==> config.mk <==
export PLATFORM = sky130hd
export DESIGN_NAME = stp_state_gating
export DESIGN_NICKNAME = d
export VERILOG_FILES = /design/src/stp_gate_pkg.sv /design/src/stp_host_select.sv /design/src/stp_port_gate.sv /design/src/stp_state_gating.sv
export SDC_FILE = /design/constraint.sdc
export NUM_CORES = 1
export LEC_CHECK = 0
export ABC_AREA = 1
export BUFFER_PORTS_ARGS = -buffer_cell sky130_fd_sc_hd__buf_2
export CORE_UTILIZATION = 50
export DETAILED_ROUTE_END_ITERATION = 16
export HOLD_SLACK_MARGIN = 0.12
export PLACE_DENSITY = 0.76
export SKIP_CTS_REPAIR_TIMING = 1
export SLEW_MARGIN = 10
export SYNTH_ARGS = -nofsm -noshare
export SYNTH_HDL_FRONTEND = slang
export SYNTH_HIERARCHICAL = 1
export SYNTH_SLANG_ARGS = --single-unit
==> constraint.sdc <==
create_clock -name pclk -period 6.75 [get_ports pclk]
set_input_delay 0.675 -clock pclk [delete_from_list [all_inputs] [get_ports pclk]]
set_output_delay 0.675 -clock pclk [all_outputs]
set_load 0.02 [all_outputs]
==> src/stp_gate_pkg.sv <==
// constants shared by the spanning tree gating block
package stp_gate_pkg;
	// ----------------------------------------------------------------
	// register map (byte addresses)
	// ----------------------------------------------------------------
	localparam logic [7:0] PORT_CTRL_BASE = 8'h00;
	localparam logic [7:0] STATUS_OFS = 8'h40;
	localparam logic [7:0] FLUSH_OFS = 8'h44;
	// ----------------------------------------------------------------
	// port control fields
	// ----------------------------------------------------------------
	localparam int TX_PERMIT_BIT = 0;
	localparam int RX_PERMIT_BIT = 1;
	localparam int LEARN_INHIBIT_BIT = 2;
	localparam int TAIL_TAG_EN_BIT = 3;
	localparam int STATE_LSB = 4;
	localparam int CTRL_W = 4;
	// reset into forwarding with tail tagging off
	localparam logic [3:0] PORT_CTRL_RESET = 4'h3;
	// ----------------------------------------------------------------
	// status fields
	// ----------------------------------------------------------------
	localparam int HOST_VALID_BIT = 8;
	localparam int HOST_IDX_LSB = 9;
	localparam int HOST_MULTI_BIT = 12;
	localparam int FLUSH_BUSY_BIT = 13;
	// ----------------------------------------------------------------
	// flush command fields
	// ----------------------------------------------------------------
	localparam int FLUSH_DYN_BIT = 16;
	localparam int FLUSH_STATIC_BIT = 17;
	// ----------------------------------------------------------------
	// decoded port state codes
	// ----------------------------------------------------------------
	localparam logic [1:0] ST_DISCARDING = 2'h0;
	localparam logic [1:0] ST_LEARNING = 2'h1;
	localparam logic [1:0] ST_FORWARDING = 2'h2;
	localparam logic [1:0] ST_OTHER = 2'h3;
endpackage

==> src/stp_host_select.sv <==
// finds the single tail-tagged port that serves as host
`timescale 1ns/10ps
`default_nettype none
module stp_host_select #(
	parameter int NUM_PORTS = 7
) (
	input wire logic [NUM_PORTS-1:0] tail_en,
	output logic host_valid,
	output logic multi,
	output logic [2:0] host_idx,
	output logic [NUM_PORTS-1:0] host_onehot
);
	logic [3:0] count;
	always_comb begin
		count = 4'h0;
		host_idx = 3'h0;
		for (int i = 0; i < NUM_PORTS; i++) begin
			if (tail_en[i]) begin
				count = count + 4'h1;
				host_idx = 3'(i);
			end
		end
	end
	// two or more tail-tagged ports leave no host at all
	assign host_valid = (count == 4'h1);
	assign multi = (count > 4'h1);
	assign host_onehot = host_valid ? tail_en : '0;
endmodule
`default_nettype wire

==> src/stp_port_gate.sv <==
// per-port permit decode from transmit, receive and learning controls
`timescale 1ns/10ps
`default_nettype none
module stp_port_gate
	import stp_gate_pkg::*;
(
	input wire logic tx_permit,
	input wire logic rx_permit,
	input wire logic learn_inhibit,
	input wire logic is_host,
	output logic tx_ok,
	output logic rx_ok,
	output logic learn_ok,
	output logic [1:0] state
);
	// the host port ignores its own state controls
	assign tx_ok = is_host | tx_permit;
	assign rx_ok = is_host | rx_permit;
	assign learn_ok = is_host | ~learn_inhibit;
	always_comb begin
		case ({tx_permit, rx_permit, learn_inhibit})
			3'b001: state = ST_DISCARDING;
			3'b000: state = ST_LEARNING;
			3'b110: state = ST_FORWARDING;
			default: state = ST_OTHER;
		endcase
	end
endmodule
`default_nettype wire

==> src/stp_state_gating.sv <==
// spanning tree state gating of forwarding, learning and flush per port
`timescale 1ns/10ps
`default_nettype none
module stp_state_gating
	import stp_gate_pkg::*;
#(
	parameter int NUM_PORTS = 7
) (
	input wire logic pclk,
	input wire logic presetn,
	// ----------------------------------------------------------------
	// apb slave
	// ----------------------------------------------------------------
	input wire logic psel,
	input wire logic penable,
	input wire logic pwrite,
	input wire logic [7:0] paddr,
	input wire logic [31:0] pwdata,
	output logic [31:0] prdata,
	output logic pready,
	output logic pslverr,
	// ----------------------------------------------------------------
	// forwarding decision request from the fabric
	// ----------------------------------------------------------------
	input wire logic dec_valid,
	input wire logic [2:0] dec_src_port,
	input wire logic [NUM_PORTS-1:0] dec_dst_mask,
	input wire logic dec_override_hit,
	input wire logic dec_tag_lookup,
	input wire logic dec_tag_block_override,
	input wire logic [NUM_PORTS-1:0] dec_tag_mask,
	output logic res_valid,
	output logic [NUM_PORTS-1:0] res_mask,
	output logic res_learn,
	// ----------------------------------------------------------------
	// table flush request to the lookup engine
	// ----------------------------------------------------------------
	output logic flush_valid,
	input wire logic flush_ready,
	output logic [NUM_PORTS-1:0] flush_mask,
	output logic flush_dynamic,
	output logic flush_static
);
	// the port index travels in three bits, so eight ports is the ceiling;
	// a single port would leave nothing for the host to talk to
	if (NUM_PORTS < 2 || NUM_PORTS > 8) begin : g_bad_ports
		$error("NUM_PORTS must lie between 2 and 8");
	end

	// ----------------------------------------------------------------
	// address decode
	// ----------------------------------------------------------------
	function automatic logic port_hit(input logic [7:0] addr);
		port_hit = (addr[1:0] == 2'b00) && (addr >= PORT_CTRL_BASE)
			&& (addr < PORT_CTRL_BASE + 8'(4 * NUM_PORTS));
	endfunction

	function automatic logic [2:0] port_index(input logic [7:0] addr);
		logic [7:0] rel;
		rel = addr - PORT_CTRL_BASE;
		port_index = rel[4:2];
	endfunction

	logic access;
	logic wr_en;
	logic addr_ok;
	assign access = psel & penable;
	assign wr_en = access & pwrite;
	assign addr_ok = port_hit(paddr) || paddr == STATUS_OFS || paddr == FLUSH_OFS;
	// zero wait states: every access completes in its first access cycle
	assign pready = 1'b1;
	assign pslverr = access & ~addr_ok;

	// ----------------------------------------------------------------
	// per-port controls
	// ----------------------------------------------------------------
	logic [NUM_PORTS-1:0] tx_permit_q;
	logic [NUM_PORTS-1:0] rx_permit_q;
	logic [NUM_PORTS-1:0] learn_inhibit_q;
	logic [NUM_PORTS-1:0] tail_en_q;
	logic [NUM_PORTS-1:0] tx_ok;
	logic [NUM_PORTS-1:0] rx_ok;
	logic [NUM_PORTS-1:0] learn_ok;
	logic [1:0] port_state [NUM_PORTS];
	logic host_valid;
	logic host_multi;
	logic [2:0] host_idx;
	logic [NUM_PORTS-1:0] host_onehot;

	// the host port keeps its stored controls, they simply stop mattering
	// to forwarding and learning while its tail tag is the only one set
	genvar g;
	generate
		for (g = 0; g < NUM_PORTS; g++) begin : g_port
			// a write to one port's word touches only that port
			always_ff @(posedge pclk or negedge presetn) begin
				if (!presetn) begin
					tx_permit_q[g] <= PORT_CTRL_RESET[TX_PERMIT_BIT];
					rx_permit_q[g] <= PORT_CTRL_RESET[RX_PERMIT_BIT];
					learn_inhibit_q[g] <= PORT_CTRL_RESET[LEARN_INHIBIT_BIT];
					tail_en_q[g] <= PORT_CTRL_RESET[TAIL_TAG_EN_BIT];
				end else if (wr_en && port_hit(paddr) && port_index(paddr) == 3'(g)) begin
					tx_permit_q[g] <= pwdata[TX_PERMIT_BIT];
					rx_permit_q[g] <= pwdata[RX_PERMIT_BIT];
					learn_inhibit_q[g] <= pwdata[LEARN_INHIBIT_BIT];
					tail_en_q[g] <= pwdata[TAIL_TAG_EN_BIT];
				end
			end

			stp_port_gate u_gate (
				.tx_permit(tx_permit_q[g]),
				.rx_permit(rx_permit_q[g]),
				.learn_inhibit(learn_inhibit_q[g]),
				.is_host(host_onehot[g]),
				.tx_ok(tx_ok[g]),
				.rx_ok(rx_ok[g]),
				.learn_ok(learn_ok[g]),
				.state(port_state[g])
			);
		end
	endgenerate

	stp_host_select #(
		.NUM_PORTS(NUM_PORTS)
	) u_host (
		.tail_en(tail_en_q),
		.host_valid(host_valid),
		.multi(host_multi),
		.host_idx(host_idx),
		.host_onehot(host_onehot)
	);

	// ----------------------------------------------------------------
	// forwarding decision
	// ----------------------------------------------------------------
	logic src_ok;
	logic src_is_host;
	logic [NUM_PORTS-1:0] mask_d;
	logic learn_d;

	// compared at four bits so that eight ports does not wrap to zero
	assign src_ok = ({1'b0, dec_src_port} < 4'(NUM_PORTS));
	assign src_is_host = host_valid && dec_src_port == host_idx;

	// host traffic follows its tail tag; other ingress is gated by its own
	// receive permit, and egress by that port's transmit permit except for a directed host frame with block override
	always_comb begin
		mask_d = '0;
		learn_d = 1'b0;
		if (src_ok) begin
			learn_d = learn_ok[dec_src_port];
			if (src_is_host) begin
				if (!dec_tag_lookup && dec_tag_block_override) begin
					// directed host frame overrides port blocking
					mask_d = dec_tag_mask;
				end else if (!dec_tag_lookup) begin
					mask_d = dec_tag_mask & tx_ok;
				end else begin
					mask_d = dec_dst_mask & tx_ok;
				end
			end else if (rx_ok[dec_src_port]) begin
				// normal traffic only reaches ports that may transmit
				mask_d = dec_dst_mask & tx_ok;
			end else if (dec_override_hit) begin
				// blocked ingress reaches only the host, via override entries
				mask_d = dec_dst_mask & host_onehot;
			end
			// never reflect a frame back out of its own ingress port
			mask_d[dec_src_port] = 1'b0;
		end
	end

	// the result lags its request by exactly one edge, back to back allowed
	always_ff @(posedge pclk or negedge presetn) begin
		if (!presetn) begin
			res_valid <= 1'b0;
		end else begin
			res_valid <= dec_valid;
		end
	end

	always_ff @(posedge pclk or negedge presetn) begin
		if (!presetn) begin
			res_mask <= '0;
			res_learn <= 1'b0;
		end else if (dec_valid) begin
			res_mask <= mask_d;
			res_learn <= learn_d;
		end
	end

	// ----------------------------------------------------------------
	// rapid flush of inhibited ports' entries
	// ----------------------------------------------------------------
	// a flush request is trimmed to ports with learn inhibit set, so a
	// stale command cannot wipe a port that has resumed learning
	logic flush_req;
	logic [NUM_PORTS-1:0] flush_ports;
	assign flush_req = wr_en && paddr == FLUSH_OFS;
	assign flush_ports = pwdata[NUM_PORTS-1:0] & learn_inhibit_q;

	always_ff @(posedge pclk or negedge presetn) begin
		if (!presetn) begin
			flush_valid <= 1'b0;
		end else if (flush_valid && flush_ready) begin
			flush_valid <= 1'b0;
		end else if (flush_req && !flush_valid && flush_ports != '0) begin
			flush_valid <= 1'b1;
		end
	end

	// a refused request still records its fields while idle, so software
	// can read back what it last asked for
	always_ff @(posedge pclk or negedge presetn) begin
		if (!presetn) begin
			flush_mask <= '0;
			flush_dynamic <= 1'b0;
			flush_static <= 1'b0;
		end else if (flush_req && !flush_valid) begin
			flush_mask <= flush_ports;
			flush_dynamic <= pwdata[FLUSH_DYN_BIT];
			flush_static <= pwdata[FLUSH_STATIC_BIT];
		end
	end

	// ----------------------------------------------------------------
	// read data
	// ----------------------------------------------------------------
	// each word is built on its own so the address mux stays a plain
	// select; unmapped addresses read as zero
	logic [31:0] rdata_d;
	logic [31:0] port_word;
	logic [31:0] status_word;
	logic [31:0] flush_word;
	logic [2:0] rd_idx;
	assign rd_idx = port_index(paddr);

	always_comb begin
		port_word = 32'h0000_0000;
		port_word[TX_PERMIT_BIT] = tx_permit_q[rd_idx];
		port_word[RX_PERMIT_BIT] = rx_permit_q[rd_idx];
		port_word[LEARN_INHIBIT_BIT] = learn_inhibit_q[rd_idx];
		port_word[TAIL_TAG_EN_BIT] = tail_en_q[rd_idx];
		port_word[STATE_LSB +: 2] = port_state[rd_idx];
	end

	always_comb begin
		status_word = 32'h0000_0000;
		status_word[NUM_PORTS-1:0] = learn_inhibit_q;
		status_word[HOST_VALID_BIT] = host_valid;
		status_word[HOST_IDX_LSB +: 3] = host_idx;
		status_word[HOST_MULTI_BIT] = host_multi;
		status_word[FLUSH_BUSY_BIT] = flush_valid;
	end

	always_comb begin
		flush_word = 32'h0000_0000;
		flush_word[NUM_PORTS-1:0] = flush_mask;
		flush_word[FLUSH_DYN_BIT] = flush_dynamic;
		flush_word[FLUSH_STATIC_BIT] = flush_static;
	end

	always_comb begin
		rdata_d = 32'h0000_0000;
		if (port_hit(paddr)) begin
			rdata_d = port_word;
		end else if (paddr == STATUS_OFS) begin
			rdata_d = status_word;
		end else if (paddr == FLUSH_OFS) begin
			rdata_d = flush_word;
		end
	end

	// registered during setup so the data stand through the access cycle
	always_ff @(posedge pclk or negedge presetn) begin
		if (!presetn) begin
			prdata <= 32'h0000_0000;
		end else if (psel && !penable && !pwrite) begin
			prdata <= rdata_d;
		end
	end
endmodule
`default_nettype wire
## Word level (Yosys, flattened, before mapping)

Cells that the tools add are included.
W data, S select, Z words.

- Bits in registers: 79
- Input port bits: 67
- Output and inout bits: 53
- Word-level logic and storage cells: 200

- Add/subtract/negate cells: 6
- Order comparisons: 8
- Eq/ne operators: 24
- Muxes and demuxes: 51
- Bitwise operators: 39
- Reductions and logical operators: 36

Operators with widths:

| kind | number |
|---|---|
| $mux W32 | 2 |
| $mux W7 | 8 |
| $pmux W2 S3 | 7 |
| $and A7 B7 Y7 | 5 |
| $eq A3 B3 Y1 const B | 10 |
| $eq A3 B1 Y1 const B | 8 |
| $logic_not A3 Y1 | 8 |
| $mux W4 | 6 |
| $or A1 B1 Y1 | 21 |
| $add A4 B1 Y4 const B | 5 |
| $logic_and A1 B1 Y1 | 19 |
| $bmux W1 S3 | 6 |
| $mux W18 | 1 |
| $eq A8 B7 Y1 const B | 2 |
| $mux W1 | 12 |
| $mux W3 | 3 |
| $ge A8 B1 Y1 const B | 1 |
| $lt A3 B4 Y1 const B | 2 |
| $lt A8 B5 Y1 const B | 1 |
| $mux W2 | 4 |
| $not A1 Y1 | 8 |
| $not A7 Y7 | 1 |
| $reduce_bool A7 Y1 | 1 |
| $bmux W2 S3 | 1 |
| 15 further kinds | 22 |

## Longest topological paths before layout

Gate-level depths: netlist of the first run.

- Depth in word-level cells: 23
- Depth in mapped cells: 32
- Mapped depth without buffers: 32

## Hierarchy

The synthesis of the first run kept the hierarchy.

By module, submodules not included:

| module | instances | cells an instance | area each (sq um) | seq. area each (sq um) |
|---|---|---|---|---|
| stp_state_gating | 1 | 526 | 3900.0 | 1569.0 |
| stp_host_select | 1 | 105 | 581.8 | 0.0 |
| stp_port_gate | 7 | 10 | 48.8 | 0.0 |

## Least setup slack after synthesis of the first run

Ideal clock, no wire load.

- Path type: register -> register
- Start: register tail_en_q[1]
- End: register res_mask[2]
- Library setup time: 0.065 ns
- Arrival: 3.925 ns
- Required time: 6.685 ns
- Path slack: 2.760 ns
- Cell stages (with the launch flop): 33
- Path buffers: 0
- Period minus slack after synthesis: 3.990 ns
- Path through: dfrtp_1 -> inv_1 -> ha_1 -> inv_1 -> nand2_1 -> nand2_1 -> ha_1 -> nand2_1 -> nand2_1 -> ha_1 -> or2_1 -> nand2_1 -> inv_1 -> ha_1 -> nand2_1 -> nand2_1 -> ha_1 -> nand2_1 -> nand2_1 -> nor2_4 -> nand4_4 -> nor2_1 -> or2_1 -> inv_1 -> nand2_1 -> nand2_1 -> nand2_1 -> nand2_2 -> nand2_2 -> nand2_1 -> nand3_1 -> nand2_1 -> nand2_1

- Longest elaborated chain between the ends: 21
- Elaborated cells between the ends (all ways): 42
- Classes of those cells: 5 x add/sub; 2 x eq/ne; 22 x mux; 12 x bitwise; 1 x reduce/logical

Ends and longest elaborated chain:

| element | RTL line | source |
|---|---|---|
| from (decl) | stp_state_gating.sv:80 | `logic [NUM_PORTS-1:0] tail_en_q;` |
| from (signal, indexed assignment) | stp_state_gating.sv:101 | `tail_en_q[g] <= PORT_CTRL_RESET[TAIL_TAG_EN_BIT];` |
| from (signal, indexed assignment) | stp_state_gating.sv:106 | `tail_en_q[g] <= pwdata[TAIL_TAG_EN_BIT];` |
| $mux W4 * | stp_host_select.sv:18 | `if (tail_en[i]) begin` |
| $add A4 B1 Y4 | stp_host_select.sv:19 | `count = count + 4'h1;` |
| $mux W4 * | stp_host_select.sv:18 |  |
| $add A4 B1 Y4 | stp_host_select.sv:19 |  |
| $mux W4 * | stp_host_select.sv:18 |  |
| $add A4 B1 Y4 | stp_host_select.sv:19 |  |
| $mux W4 * | stp_host_select.sv:18 |  |
| $add A4 B1 Y4 | stp_host_select.sv:19 |  |
| [5 not listed] | - |  |
| named net host_onehot[2] | stp_state_gating.sv:88 | `logic [NUM_PORTS-1:0] host_onehot;` |
| [1 not listed] | - |  |
| named net rx_ok[2] | stp_state_gating.sv:82 | `logic [NUM_PORTS-1:0] rx_ok;` |
| $bmux W1 S3 * | stp_state_gating.sv:161 | `end else if (rx_ok[dec_src_port]) begin` |
| $mux W1 (not written as such) * | stp_state_gating.sv:161 |  |
| $mux W7 * | stp_state_gating.sv:161 |  |
| $mux W7 * | stp_state_gating.sv:152 | `if (src_is_host) begin` |
| $mux W7 * | stp_state_gating.sv:150 | `if (src_ok) begin` |
| $and A7 B7 Y7 (no line) * | - |  |
| $mux W7 * | stp_state_gating.sv:150 |  |
| to (signal assigned) | stp_state_gating.sv:187 | `res_mask <= mask_d;` |
| to (decl) | stp_state_gating.sv:33 | `output logic [NUM_PORTS-1:0] res_mask,` |

Mark *: on every way through the listed nets, which the timed path passes. The rest lies on a longest branch. The select of a mux whose other input is x is not followed.
A chain may end at the register's enable or synchronous reset.

## Worst setup path in the final report of the first run

- Start: register tail_en_q[1]
- End: register res_mask[5]

The elaborated chain is that of the path after synthesis.

==> key figures, run 1 <==
Logic synthesis
  • Area of the mapped netlist: 0.004823 mm2
  • Post-synthesis sequential area ratio: 32.53%
  • Total number of yosys warnings: 6
  • Synth area leader: sky130_fd_sc_hd__dfrtp_1
  • Most instantiated flip-flop cell in the synthesis netlist: sky130_fd_sc_hd__dfrtp_1
  • Top post-synthesis cells by count: sky130_fd_sc_hd__nand2_1, sky130_fd_sc_hd__inv_1, sky130_fd_sc_hd__nand3_1
  • Share of Yosys cell area claimed by the top area cell type: 24.90%
  • Cell with the most instances after synthesis: sky130_fd_sc_hd__nand2_1
  • Number of synthesized flops with an enable pin: 0
  • Cell types occupying the most area after synthesis: sky130_fd_sc_hd__dfrtp_1, sky130_fd_sc_hd__nand2_1, sky130_fd_sc_hd__dfstp_2
  • Register bit total from synthesis: 62
  • Mean cell area of the mapped netlist: 6.881 um2
  • Instance count of the mapped netlist: 701
  • Yosys cell types: 41
  • Synth async-reset ratio: 100.0%

Worst setup path
  • Slowest cell on the critical path: sky130_fd_sc_hd__dfrtp_1
  • Cell repeated most along the worst path: sky130_fd_sc_hd__nand2_1
  • Type of the setup path with the least slack: reg -> reg
  • End of the critical path: res_mask[5]
  • Worst EP arrival: around 4.9 ns
  • Highest fanout seen on the critical path: 8
  • Largest stage delay, worst path: 0.40 ns
  • Worst reg2reg endpoint: res_mask[5]
  • Critical Path Start: tail_en_q[1]
  • Data required time at the worst endpoint: 7.04 ns
  • Reg2reg path depth: 32
  • Sort of element at the end of the critical path: register
  • Flop2flop setup slack: between 2 and 2.5 ns
  • Launch point of the worst reg-to-reg path: tail_en_q[1]
  • Critical Path Source Type: register

STA
  • Count of endpoints failing hold in the final timing report: 0
  • RSZ-0062 raised after global routing: no
  • Number of setup violations in the final report: 0
  • Pins over their slew limit: 0
  • Final worst path period share: 68.93%
  • Clock Skew: 0.01493 ns
  • Transition time of the tightest slew-check pin: about 0.91 ns
  • Relative slew slack: a little under 40%
  • Fmax: 214.9 MHz
  • Crit path time final: 4.652 ns
  • Post-Route Setup TNS: 0 ns
  • Hold Worst Slack: 0.4767 ns

Power
  • Leak Pwr: 2.872 nW
  • Power Dens Cells: 155.2 mW/mm2
  • Max VDD drop: 0.1095 mV
  • Total power draw: 0.8443 mW

Hold path
  • Class of the worst hold path: in -> async

Floorplanning
  • Initial cell density of the core: 51.95%
  • Width of the die: between 100 and 150 um
  • Area of the core region: 0.009284 mm2
  • Ports: 120
  • Core Rows: 35
  • Area of the die: 0.01004 mm2
  • Die H: 100.2 um

Clocking
  • Buffer depth of the longest clock path: 2
  • Root buffer cell: sky130_fd_sc_hd__clkbuf_8
  • CTS tree: built
  • Insertion delay of the later-clocked pin in the worst-skew pair: between 0.3 and 0.4 ns
  • TritonCTS Buffers: 9
  • Clock transition time at the flip-flop clock pins of the worst setup and hold paths: 0.08 ns
  • Number of sinks driven by the clock tree: 62
  • Depth of the CTS H-tree: 3

Route
  • Avg Vias per Cell: 5.231
  • Total vias in the final route: 4781
  • Routed len/inst: 14.21 um
  • Pre-Repair DR Iteration Count: 5
  • Number of nets with antenna violations after routing: 0
  • Drt drc: 0
  • First DRT Iteration DRCs: 374
  • Total wire length after detailed routing: about 13 mm

Placement
  • Placed Area: 0.005234 mm2
  • Input/output buffers: a little under 80
  • Final RePlAce weighted congestion: 0.9023
  • Dpl hpwl: 9.987 mm

Global route
  • Global-route usage over all layers: a little over a quarter
  • Antenna violations before repair: 0
  • Largest net degree at the start of global routing: 63
  • Via count of the first global-routing pass: 4389
  • Total global routing overflow: 0
  • First-pass GRT wire length: 21.35 mm

Cells and area
  • Nets: 853
  • Finished layout cell area: 0.005440 mm2
  • Ant diodes: 0
  • Layout Area Growth over Synthesis: 12.79%
  • Share of post-route cells with drive strength above 1: 24.46%

Job
  • Max Cap Violations: 0

Outcome
  • Result of the run: complete, no violations
==> layout by cell type, fill, tap and decap left out, types with 7 or more instances in the layout <==
master	instances
sky130_fd_sc_hd__nor2_1	35
sky130_fd_sc_hd__nand3_1	68
sky130_fd_sc_hd__a21oi_1	12
sky130_fd_sc_hd__nor2_2	15
sky130_fd_sc_hd__dfstp_2	14
sky130_fd_sc_hd__nand3_4	7
sky130_fd_sc_hd__nand2_2	11
sky130_fd_sc_hd__or2_1	22
sky130_fd_sc_hd__nand2_1	247
sky130_fd_sc_hd__o21ai_0	14
sky130_fd_sc_hd__inv_2	12
sky130_fd_sc_hd__dfrtp_1	48
sky130_fd_sc_hd__o21ai_1	29
sky130_fd_sc_hd__inv_1	74
sky130_fd_sc_hd__conb_1	18
sky130_fd_sc_hd__o21ai_2	14
sky130_fd_sc_hd__clkbuf_8	10
sky130_fd_sc_hd__buf_2	78
==> power by group <==
group	internal [mW]	switching [mW]	total, mW
sequential	0.377	0.00561	0.382
combinational	0.0330	0.0845	0.118
clock	0.182	0.163	0.344
==> worst min-delay path by stage <==
stage	depth (start not counted)	slack [ns]	start	to
floorplan	0	0.38	presetn	flush_dynamic
global placement	2	0.46	res_mask[4]	res_mask[4]
detailed placement	2	0.46	res_mask[5]	res_mask[5]
CTS	1	0.48	dec_valid	res_valid
global route	1	0.48	dec_valid	res_valid
finish	2	0.48	presetn	res_mask[4]
==> flip-flops by register name, indices dropped and copies added (netlist names), 7 cells and up <==
register	count
res_mask	7
flush_mask	7
learn_inhibit_q	7
tx_permit_q	7
tail_en_q	7
prdata	15
rx_permit_q	7
==> critical path, delay by kind of cell (launching register included) <==
| family | cells | cell delay, ns |
|---|---|---|
| and+or+nand+nor | 23 | 2.46 |
| adders and majority gates | 5 | 1.46 |
| DFF | 1 | 0.40 |
| buffers and inverters | 4 | 0.28 |
==> through the flow <==
stage / setup WS [ns] / util (%) / cells
3_3_place_gp: 2.359 / 56.37 / 898
5_1_grt: 1.675 / 58.60 / 914
4_1_cts: 2.135 / 58.60 / 914
6_report: 2.098 / 58.60 / 914
2_1_floorplan: 2.760 / - / 717
3_5_place_dp: 2.160 / 56.37 / 898
==> cell families after synthesis <==
family | share of synthesized area [%]
AO/OA/AOI/OAI | 9.909
XOR/XNOR | 0.3373
adder cells (fa/ha/maj) | 1.556
buffers and inverters | 11.41
flip-flops | 32.53
other | 0.1557
AND/OR/NAND/NOR | 44.10
==> metal layers <==
layer / track usage, % / vias to the layer above / part of all wire (%)
met5: 0 / - / 0
met1: 36.64 / 2210 / 45
met3: 3.482 / 29 / 5.1
li1: - / 2355 / -
met4: 8.473 / 0 / 1.7
met2: 44.57 / 187 / 48
==> area by class of cell <==
cell class | instances | area [um2]
Timing Repair Buffer | 79 | 397.9
Clock buffer | 10 | 137.6
Inverter | 89 | 341.6
Tap cell | 129 | 161.4
Multi-Input combinational cell | 539 | 2764
Fill cell | 884 | 3844
Clock inverter | 6 | 68.82
Sequential cell | 62 | 1569
Power figures use the tool's default switching activity.
==> inputs of run 2 (changes only) <==
clock period = 4.4 ns   (was 6.75 ns; I/O delays follow)
==> run 2 against run 1 <==
Net effect: clock-buffer cell count did not move; register-to-register slack got worse by 1.9 ns; fmax rose by 12%; critical path type unchanged; critical endpoint is now res_mask[3].
==> key figures, run 2 (synthesis results as in run 1) <==
STA
  • Clock Skew: 0.01327 ns (-0.001663 ns)
  • Transition time of the tightest slew-check pin: 0.9043 ns (-0.005548 ns)
  • Worst Slack Setup Final: 0.2381 ns (-1.860 ns)
  • Crit path time final: 4.162 ns (-0.4905 ns)
  • Final worst path period share: 94.59% (+26 points)
  • Count of endpoints failing hold in the final timing report: 0 (unchanged)
  • Relative slew slack: 39.65% (+0.37 points)
  • Pins over their slew limit: 0 (unchanged)
  • Fmax: 240.3 MHz (+12%)
  • Number of setup violations in the final report: 0 (unchanged)

Route
  • Routed len/inst: 14.02 um (-1.3%)
  • Pre-Repair DR Iteration Count: 6 (+1)
  • Total vias in the final route: 4752 (-0.61%)
  • Number of nets with antenna violations after routing: 0 (unchanged)
  • First DRT Iteration DRCs: 294 (-21%)
  • Avg Vias per Cell: 5.110 (-2.3%)
  • Total wire length after detailed routing: 13.04 mm (+0.40%)
  • Drt drc: 0 (unchanged)

Cells and area
  • Commonest cells after routing, fill and taps aside: sky130_fd_sc_hd__nand2_1, sky130_fd_sc_hd__buf_2, sky130_fd_sc_hd__inv_1
  • Share of post-route cells with drive strength above 1: 28.84% (+4.4 points)
  • Final core utilization: 61.47% (+2.9 points)
  • Reg with most FFs: prdata
  • Most frequent standard cell in the layout excluding fill and tap cells: sky130_fd_sc_hd__nand2_1
  • Ant diodes: 0 (unchanged)
  • Nets: 869 (+1.9%)
  • Final std cells w/o fill: 930 (+1.8%)
  • Layout Area Growth over Synthesis: 18.31%
  • Max FFs per register: 15 (unchanged)

Floorplanning
  • Ports: 120 (unchanged)
  • Area of the die: 0.01004 mm2 (unchanged)
  • Area of the core region: 0.009284 mm2 (unchanged)
  • Die H: 100.2 um (unchanged)
  • Width of the die: 100.2 um (unchanged)
  • Initial cell density of the core: 51.95% (unchanged)
  • Core Rows: 35 (unchanged)

Worst setup path
  • Reg2reg path depth: 31 (-3.1%)
  • Largest stage delay, worst path: 0.39 ns (about the same)
  • Sort of element at the end of the critical path: register
  • Flop2flop setup slack: 0.24 ns (-1.86 ns)
  • Critical Path Source Type: register
  • Highest fanout seen on the critical path: 8 (unchanged)
  • Launch point of the worst reg-to-reg path: tail_en_q[1]
  • Type of the setup path with the least slack: reg -> reg
  • Worst EP arrival: 4.39 ns (-0.55 ns)
  • Slowest cell on the critical path: sky130_fd_sc_hd__dfrtp_1
  • Worst reg2reg endpoint: res_mask[3]
  • Data required time at the worst endpoint: 4.63 ns (-2.41 ns)
  • Cell repeated most along the worst path: sky130_fd_sc_hd__nand2_1

Clocking
  • TritonCTS Buffers: 9 (unchanged)
  • CTS tree: built
  • Buffer depth of the longest clock path: 2 (unchanged)
  • Depth of the CTS H-tree: 3 (unchanged)
  • Number of sinks driven by the clock tree: 62 (unchanged)
  • Insertion delay of the later-clocked pin in the worst-skew pair: 0.34 ns (about the same)
  • Root buffer cell: sky130_fd_sc_hd__clkbuf_8
  • Clock transition time at the flip-flop clock pins of the worst setup and hold paths: 0.08 ns (about the same)

Job
  • Max Cap Violations: 0 (unchanged)

Power
  • Internal power: 0.9708 mW (+64%)
  • Leak Pwr: 2.979 nW (+3.7%)
  • Net switching power of the design: 0.3942 mW (+56%)
  • Clk network pwr share: 43.4% (+2.6 points)
  • Power Dens Cells: 239.2 mW/mm2 (+54%)
  • Max VDD drop: 0.1596 mV (+46%)
  • Sequential fraction of design power: 42.9% (-2.4 points)
  • Sw Share: 28.88% (-1.1 points)
  • Part of the power in combinational logic: 13.7% (-0.2 points)

Global route
  • Antenna violations before repair: 0 (unchanged)
  • Total global routing overflow: 0 (unchanged)
  • Largest net degree at the start of global routing: 63 (unchanged)
  • Global-route usage over all layers: 27.03% (+0.096 points)
  • Via count of the first global-routing pass: 4593 (+4.6%)
  • First-pass GRT wire length: 21.55 mm (+0.94%)

Hold path
  • Class of the worst hold path: in -> async

Placement
  • Input/output buffers: 78 (unchanged)
  • Final RePlAce weighted congestion: 0.9650 (+6.9%)
  • Dpl hpwl: 9.862 mm (-1.2%)
  • Dpl ws: -0.05948 ns (-2.220 ns)
  • Placed cell count: 910 (+1.3%)

Outcome
  • Result of the run: complete, no violations
## run 2: how the worst max path moves through the flow
stage	slack, ns	cells after the start	startpoint	endpoint
finish	0.24	31	tail_en_q[1]	res_mask[3]
global route	-0.08	32	tail_en_q[0]	res_mask[3]
CTS	-0.09	32	tail_en_q[0]	res_mask[5]
detailed placement	-0.06	32	tail_en_q[0]	res_mask[4]
global placement	0.11	32	tail_en_q[0]	res_mask[6]
floorplan	0.41	32	tail_en_q[1]	res_mask[2]
## run 2: area by class of cell
| type | instances | area [um2] |
|---|---|---|
| clock buffer | 10 | 137.6 |
| clock inverter | 6 | 92.59 |
| multi-input combinational | 539 | 2883 |
| timing repair buffer | 95 | 521.8 |
| fill | 857 | 3577 |
| tap | 129 | 161.4 |
| sequential | 62 | 1569 |
| inverter | 89 | 341.6 |
## run 2: worst max-delay path, delay by kind of cell (launching register included)
kind,cells,cell delay (ns)
simple gates,20,1.93
fa+ha+maj,5,1.21
flops,1,0.39
buf+inv,5,0.37
xor+xnor,1,0.16
## run 2: through the flow
step / instance area, um2 / hold slack (ns) / TNS (ns) / total power, mW
final: 5707 / 0.2578 / 0 / 1.365
after global routing: 5707 / 0.2512 / -0.4364 / 1.425
after CTS: 5554 / 0.2505 / -0.5338 / 1.368
after detailed placement: 5324 / 0.4599 / -0.3443 / 0.7755
after global placement: 5324 / 0.4590 / 0 / 0.7722
after floorplan: 4883 / 0.1444 / 0 / 0.7228
## run 2: per-layer routing
metal  track usage [%]  vias up  wire length (um)
met5                 0        -                 0
met4             9.365        0               223
met3             4.039       20               890
met2             45.05      205              6272
met1             35.85     2144              5652
li1                  -     2383                 -
## run 2: power by group through the flow
stage               clock network [mW]  registers (mW)  logic, mW
detailed placement                   0           0.597      0.179
finish                           0.592           0.586      0.187
CTS                              0.602           0.586      0.180
global route                     0.630           0.587      0.208
global placement                     0           0.596      0.176
floorplan                            0           0.598      0.125
==> inputs of run 3 (changes only) <==
CTS_CLUSTER_DIAMETER = 100   (was default)
clock period = 5.2 ns   (was 4.4 ns; I/O delays follow)
==> run 3 against run 2 <==
Net effect: via count about the same; fmax down 9.8%; worst hold slack better by 0.066 ns; wire length is 1.2% lower; clock-buffer cell count up 1; flip-flop and latch count did not move; register-to-register slack better by 0.35 ns; first-iteration DRC count increased by 36%; sequential power fell by 15%; final area is 4.3% lower; utilization shrank 2.6 points; non-clock buffer count fell by 15; critical endpoint is now res_mask[6]; largest cell class unchanged; highest routed layer unchanged.
==> key figures, run 3 (synthesis results as in run 1) <==
Floorplanning
  • Ports: 120 (unchanged)
  • Initial cell density of the core: 51.95% (unchanged)
  • Core Rows: 35 (unchanged)
  • Width of the die: 100.2 um (unchanged)
  • Area of the die: 0.01004 mm2 (unchanged)
  • Area of the core region: 0.009284 mm2 (unchanged)
  • Die H: 100.2 um (unchanged)

Clocking
  • Clock transition time at the flip-flop clock pins of the worst setup and hold paths: 0.07 ns (about the same)
  • TritonCTS Buffers: 9 (unchanged)
  • Insertion delay of the later-clocked pin in the worst-skew pair: 0.35 ns (about the same)
  • CTS tree: built
  • Depth of the CTS H-tree: 3 (unchanged)
  • Buffer depth of the longest clock path: 2 (unchanged)
  • Root buffer cell: sky130_fd_sc_hd__clkbuf_8
  • Number of sinks driven by the clock tree: 62 (unchanged)

Worst setup path
  • Number of buffers and inverters on the critical path: 5 (unchanged)
  • Highest fanout seen on the critical path: 8 (unchanged)
  • Worst EP arrival: 4.86 ns (+0.47 ns)
  • Worst reg2reg endpoint: res_mask[6]
  • Cell type group with the largest total delay on the critical path: simple AND/OR/NAND/NOR gates
  • Cell repeated most along the worst path: sky130_fd_sc_hd__nand2_1
  • Critical Path Source Type: register
  • Sort of element at the end of the critical path: register
  • Launch point of the worst reg-to-reg path: tail_en_q[0]
  • Reg2reg path depth: 33 (+6.5%)
  • Data required time at the worst endpoint: 5.44 ns (+0.81 ns)
  • Flop2flop setup slack: 0.59 ns (+0.35 ns)
  • Slowest cell on the critical path: sky130_fd_sc_hd__dfrtp_1
  • Type of the setup path with the least slack: reg -> reg
  • Largest stage delay, worst path: 0.41 ns (+0.02 ns)

STA
  • Number of setup violations in the final report: 0 (unchanged)
  • Fmax: 216.7 MHz (-9.8%)
  • Pins over their slew limit: 0 (unchanged)
  • Worst Slack Setup Final: 0.5855 ns (+0.3474 ns)
  • Relative slew slack: 41.50% (+1.9 points)
  • Crit path time final: 4.615 ns (+0.4526 ns)
  • Clock Skew: 0.01060 ns (-0.002670 ns)
  • Hold Worst Slack: 0.3242 ns (+0.06639 ns)
  • Count of endpoints failing hold in the final timing report: 0 (unchanged)
  • Post-Route Setup TNS: 0 ns (unchanged)
  • Final worst path period share: 88.74% (-5.8 points)
  • RSZ-0062 raised after global routing: no
  • Transition time of the tightest slew-check pin: 0.8766 ns (-0.02777 ns)

Cells and area
  • Filler instances: 892 (+4.1%)
  • Nets: 854 (-1.7%)
  • Reg with most FFs: prdata
  • Ant diodes: 0 (unchanged)
  • Layout Area Growth over Synthesis: 13.28%
  • Commonest cells after routing, fill and taps aside: sky130_fd_sc_hd__nand2_1, sky130_fd_sc_hd__buf_2, sky130_fd_sc_hd__inv_1
  • Most frequent standard cell in the layout excluding fill and tap cells: sky130_fd_sc_hd__nand2_1
  • Share of post-route cells with drive strength above 1: 24.43% (-4.4 points)
  • Max FFs per register: 15 (unchanged)

Placement
  • Final RePlAce weighted congestion: 0.9203 (-4.6%)
  • Dpl hpwl: 9.975 mm (+1.1%)
  • Dpl ws: 0.6237 ns (+0.6832 ns)
  • Input/output buffers: 78 (unchanged)

Route
  • Total vias in the final route: 4749 (-0.063%)
  • Total wire length after detailed routing: 12.89 mm (-1.2%)
  • Avg Vias per Cell: 5.190 (+1.6%)
  • Routed len/inst: 14.09 um (+0.47%)
  • Pre-Repair DR Iteration Count: 5 (-1)
  • Number of nets with antenna violations after routing: 0 (unchanged)
  • Drt drc: 0 (unchanged)
  • First DRT Iteration DRCs: 400 (+36%)

Power
  • Max VDD drop: 0.1166 mV (-27%)
  • Power Dens Cells: 208.1 mW/mm2 (-13%)
  • Leak Pwr: 2.896 nW (-2.8%)

Outcome
  • Result of the run: complete, no violations

Global route
  • Global-route usage over all layers: 27.10% (+0.068 points)
  • Antenna violations before repair: 0 (unchanged)
  • Via count of the first global-routing pass: 4357 (-5.1%)
  • Largest net degree at the start of global routing: 63 (unchanged)
  • Total global routing overflow: 0 (unchanged)
  • First-pass GRT wire length: 21.27 mm (-1.3%)

Job
  • Max Cap Violations: 0 (unchanged)

Hold path
  • Class of the worst hold path: in -> async
==> run 3: routing by layer <==
| layer | track usage (%) | routed length, um | part of all wire [%] | up-vias |
|---|---|---|---|---|
| li1 | - | - | - | 2351 |
| met1 | 36.11 | 5551 | 43 | 2159 |
| met2 | 43.73 | 6113 | 47 | 218 |
| met3 | 6.058 | 975 | 7.6 | 21 |
| met4 | 8.696 | 248 | 1.9 | 0 |
| met5 | 0 | 0 | 0 | - |
==> run 3: worst max-delay path by stage <==
stage | from | cells after the start | to
global route | tail_en_q[0] | 32 | res_mask[5]
global placement | tail_en_q[0] | 32 | res_mask[6]
finish | tail_en_q[0] | 33 | res_mask[6]
detailed placement | tail_en_q[0] | 30 | res_mask[2]
floorplan | tail_en_q[1] | 32 | res_mask[2]
CTS | tail_en_q[0] | 30 | res_mask[2]
==> run 3: worst register-to-register path: cells and delay by family, from the launching register on <==
family | cells | cell delay, ns
flops | 1 | 0.41
buf+inv | 5 | 0.44
fa+ha+maj | 5 | 1.46
simple gates | 23 | 2.23
==> run 3: layout make-up <==
| type | count | area, um2 | area share (%) |
|---|---|---|---|
| timing repair buffer | 80 | 405.4 | 7.419 |
| inverter | 89 | 341.6 | 6.251 |
| sequential | 62 | 1569 | 28.72 |
| multi-input combinational | 539 | 2764 | 50.58 |
| clock buffer | 11 | 141.4 | 2.588 |
| clock inverter | 5 | 81.33 | 1.488 |
| tap | 129 | 161.4 | 2.954 |
==> run 3: power breakdown <==
| group | switching (mW) | leakage [nW] | internal, mW | total (mW) |
|---|---|---|---|---|
| sequential | 0.00706 | 0.810 | 0.489 | 0.496 |
| combinational | 0.109 | 1.98 | 0.0429 | 0.152 |
| clock | 0.205 | 0.110 | 0.284 | 0.489 |
| total | 0.321 | 2.90 | 0.816 | 1.14 |
==> run 3: through the flow <==
| step | area, um2 | instances | power (mW) | utilization (%) |
|---|---|---|---|---|
| 2_1_floorplan | 4883 | 717 | 0.6116 | - |
| 3_3_place_gp | 5241 | 899 | 0.6523 | 56.46 |
| 3_5_place_dp | 5241 | 899 | 0.6557 | 56.46 |
| 4_1_cts | 5464 | 915 | 1.144 | 58.85 |
| 5_1_grt | 5464 | 915 | 1.187 | 58.85 |
| 6_report | 5464 | 915 | 1.137 | 58.85 |
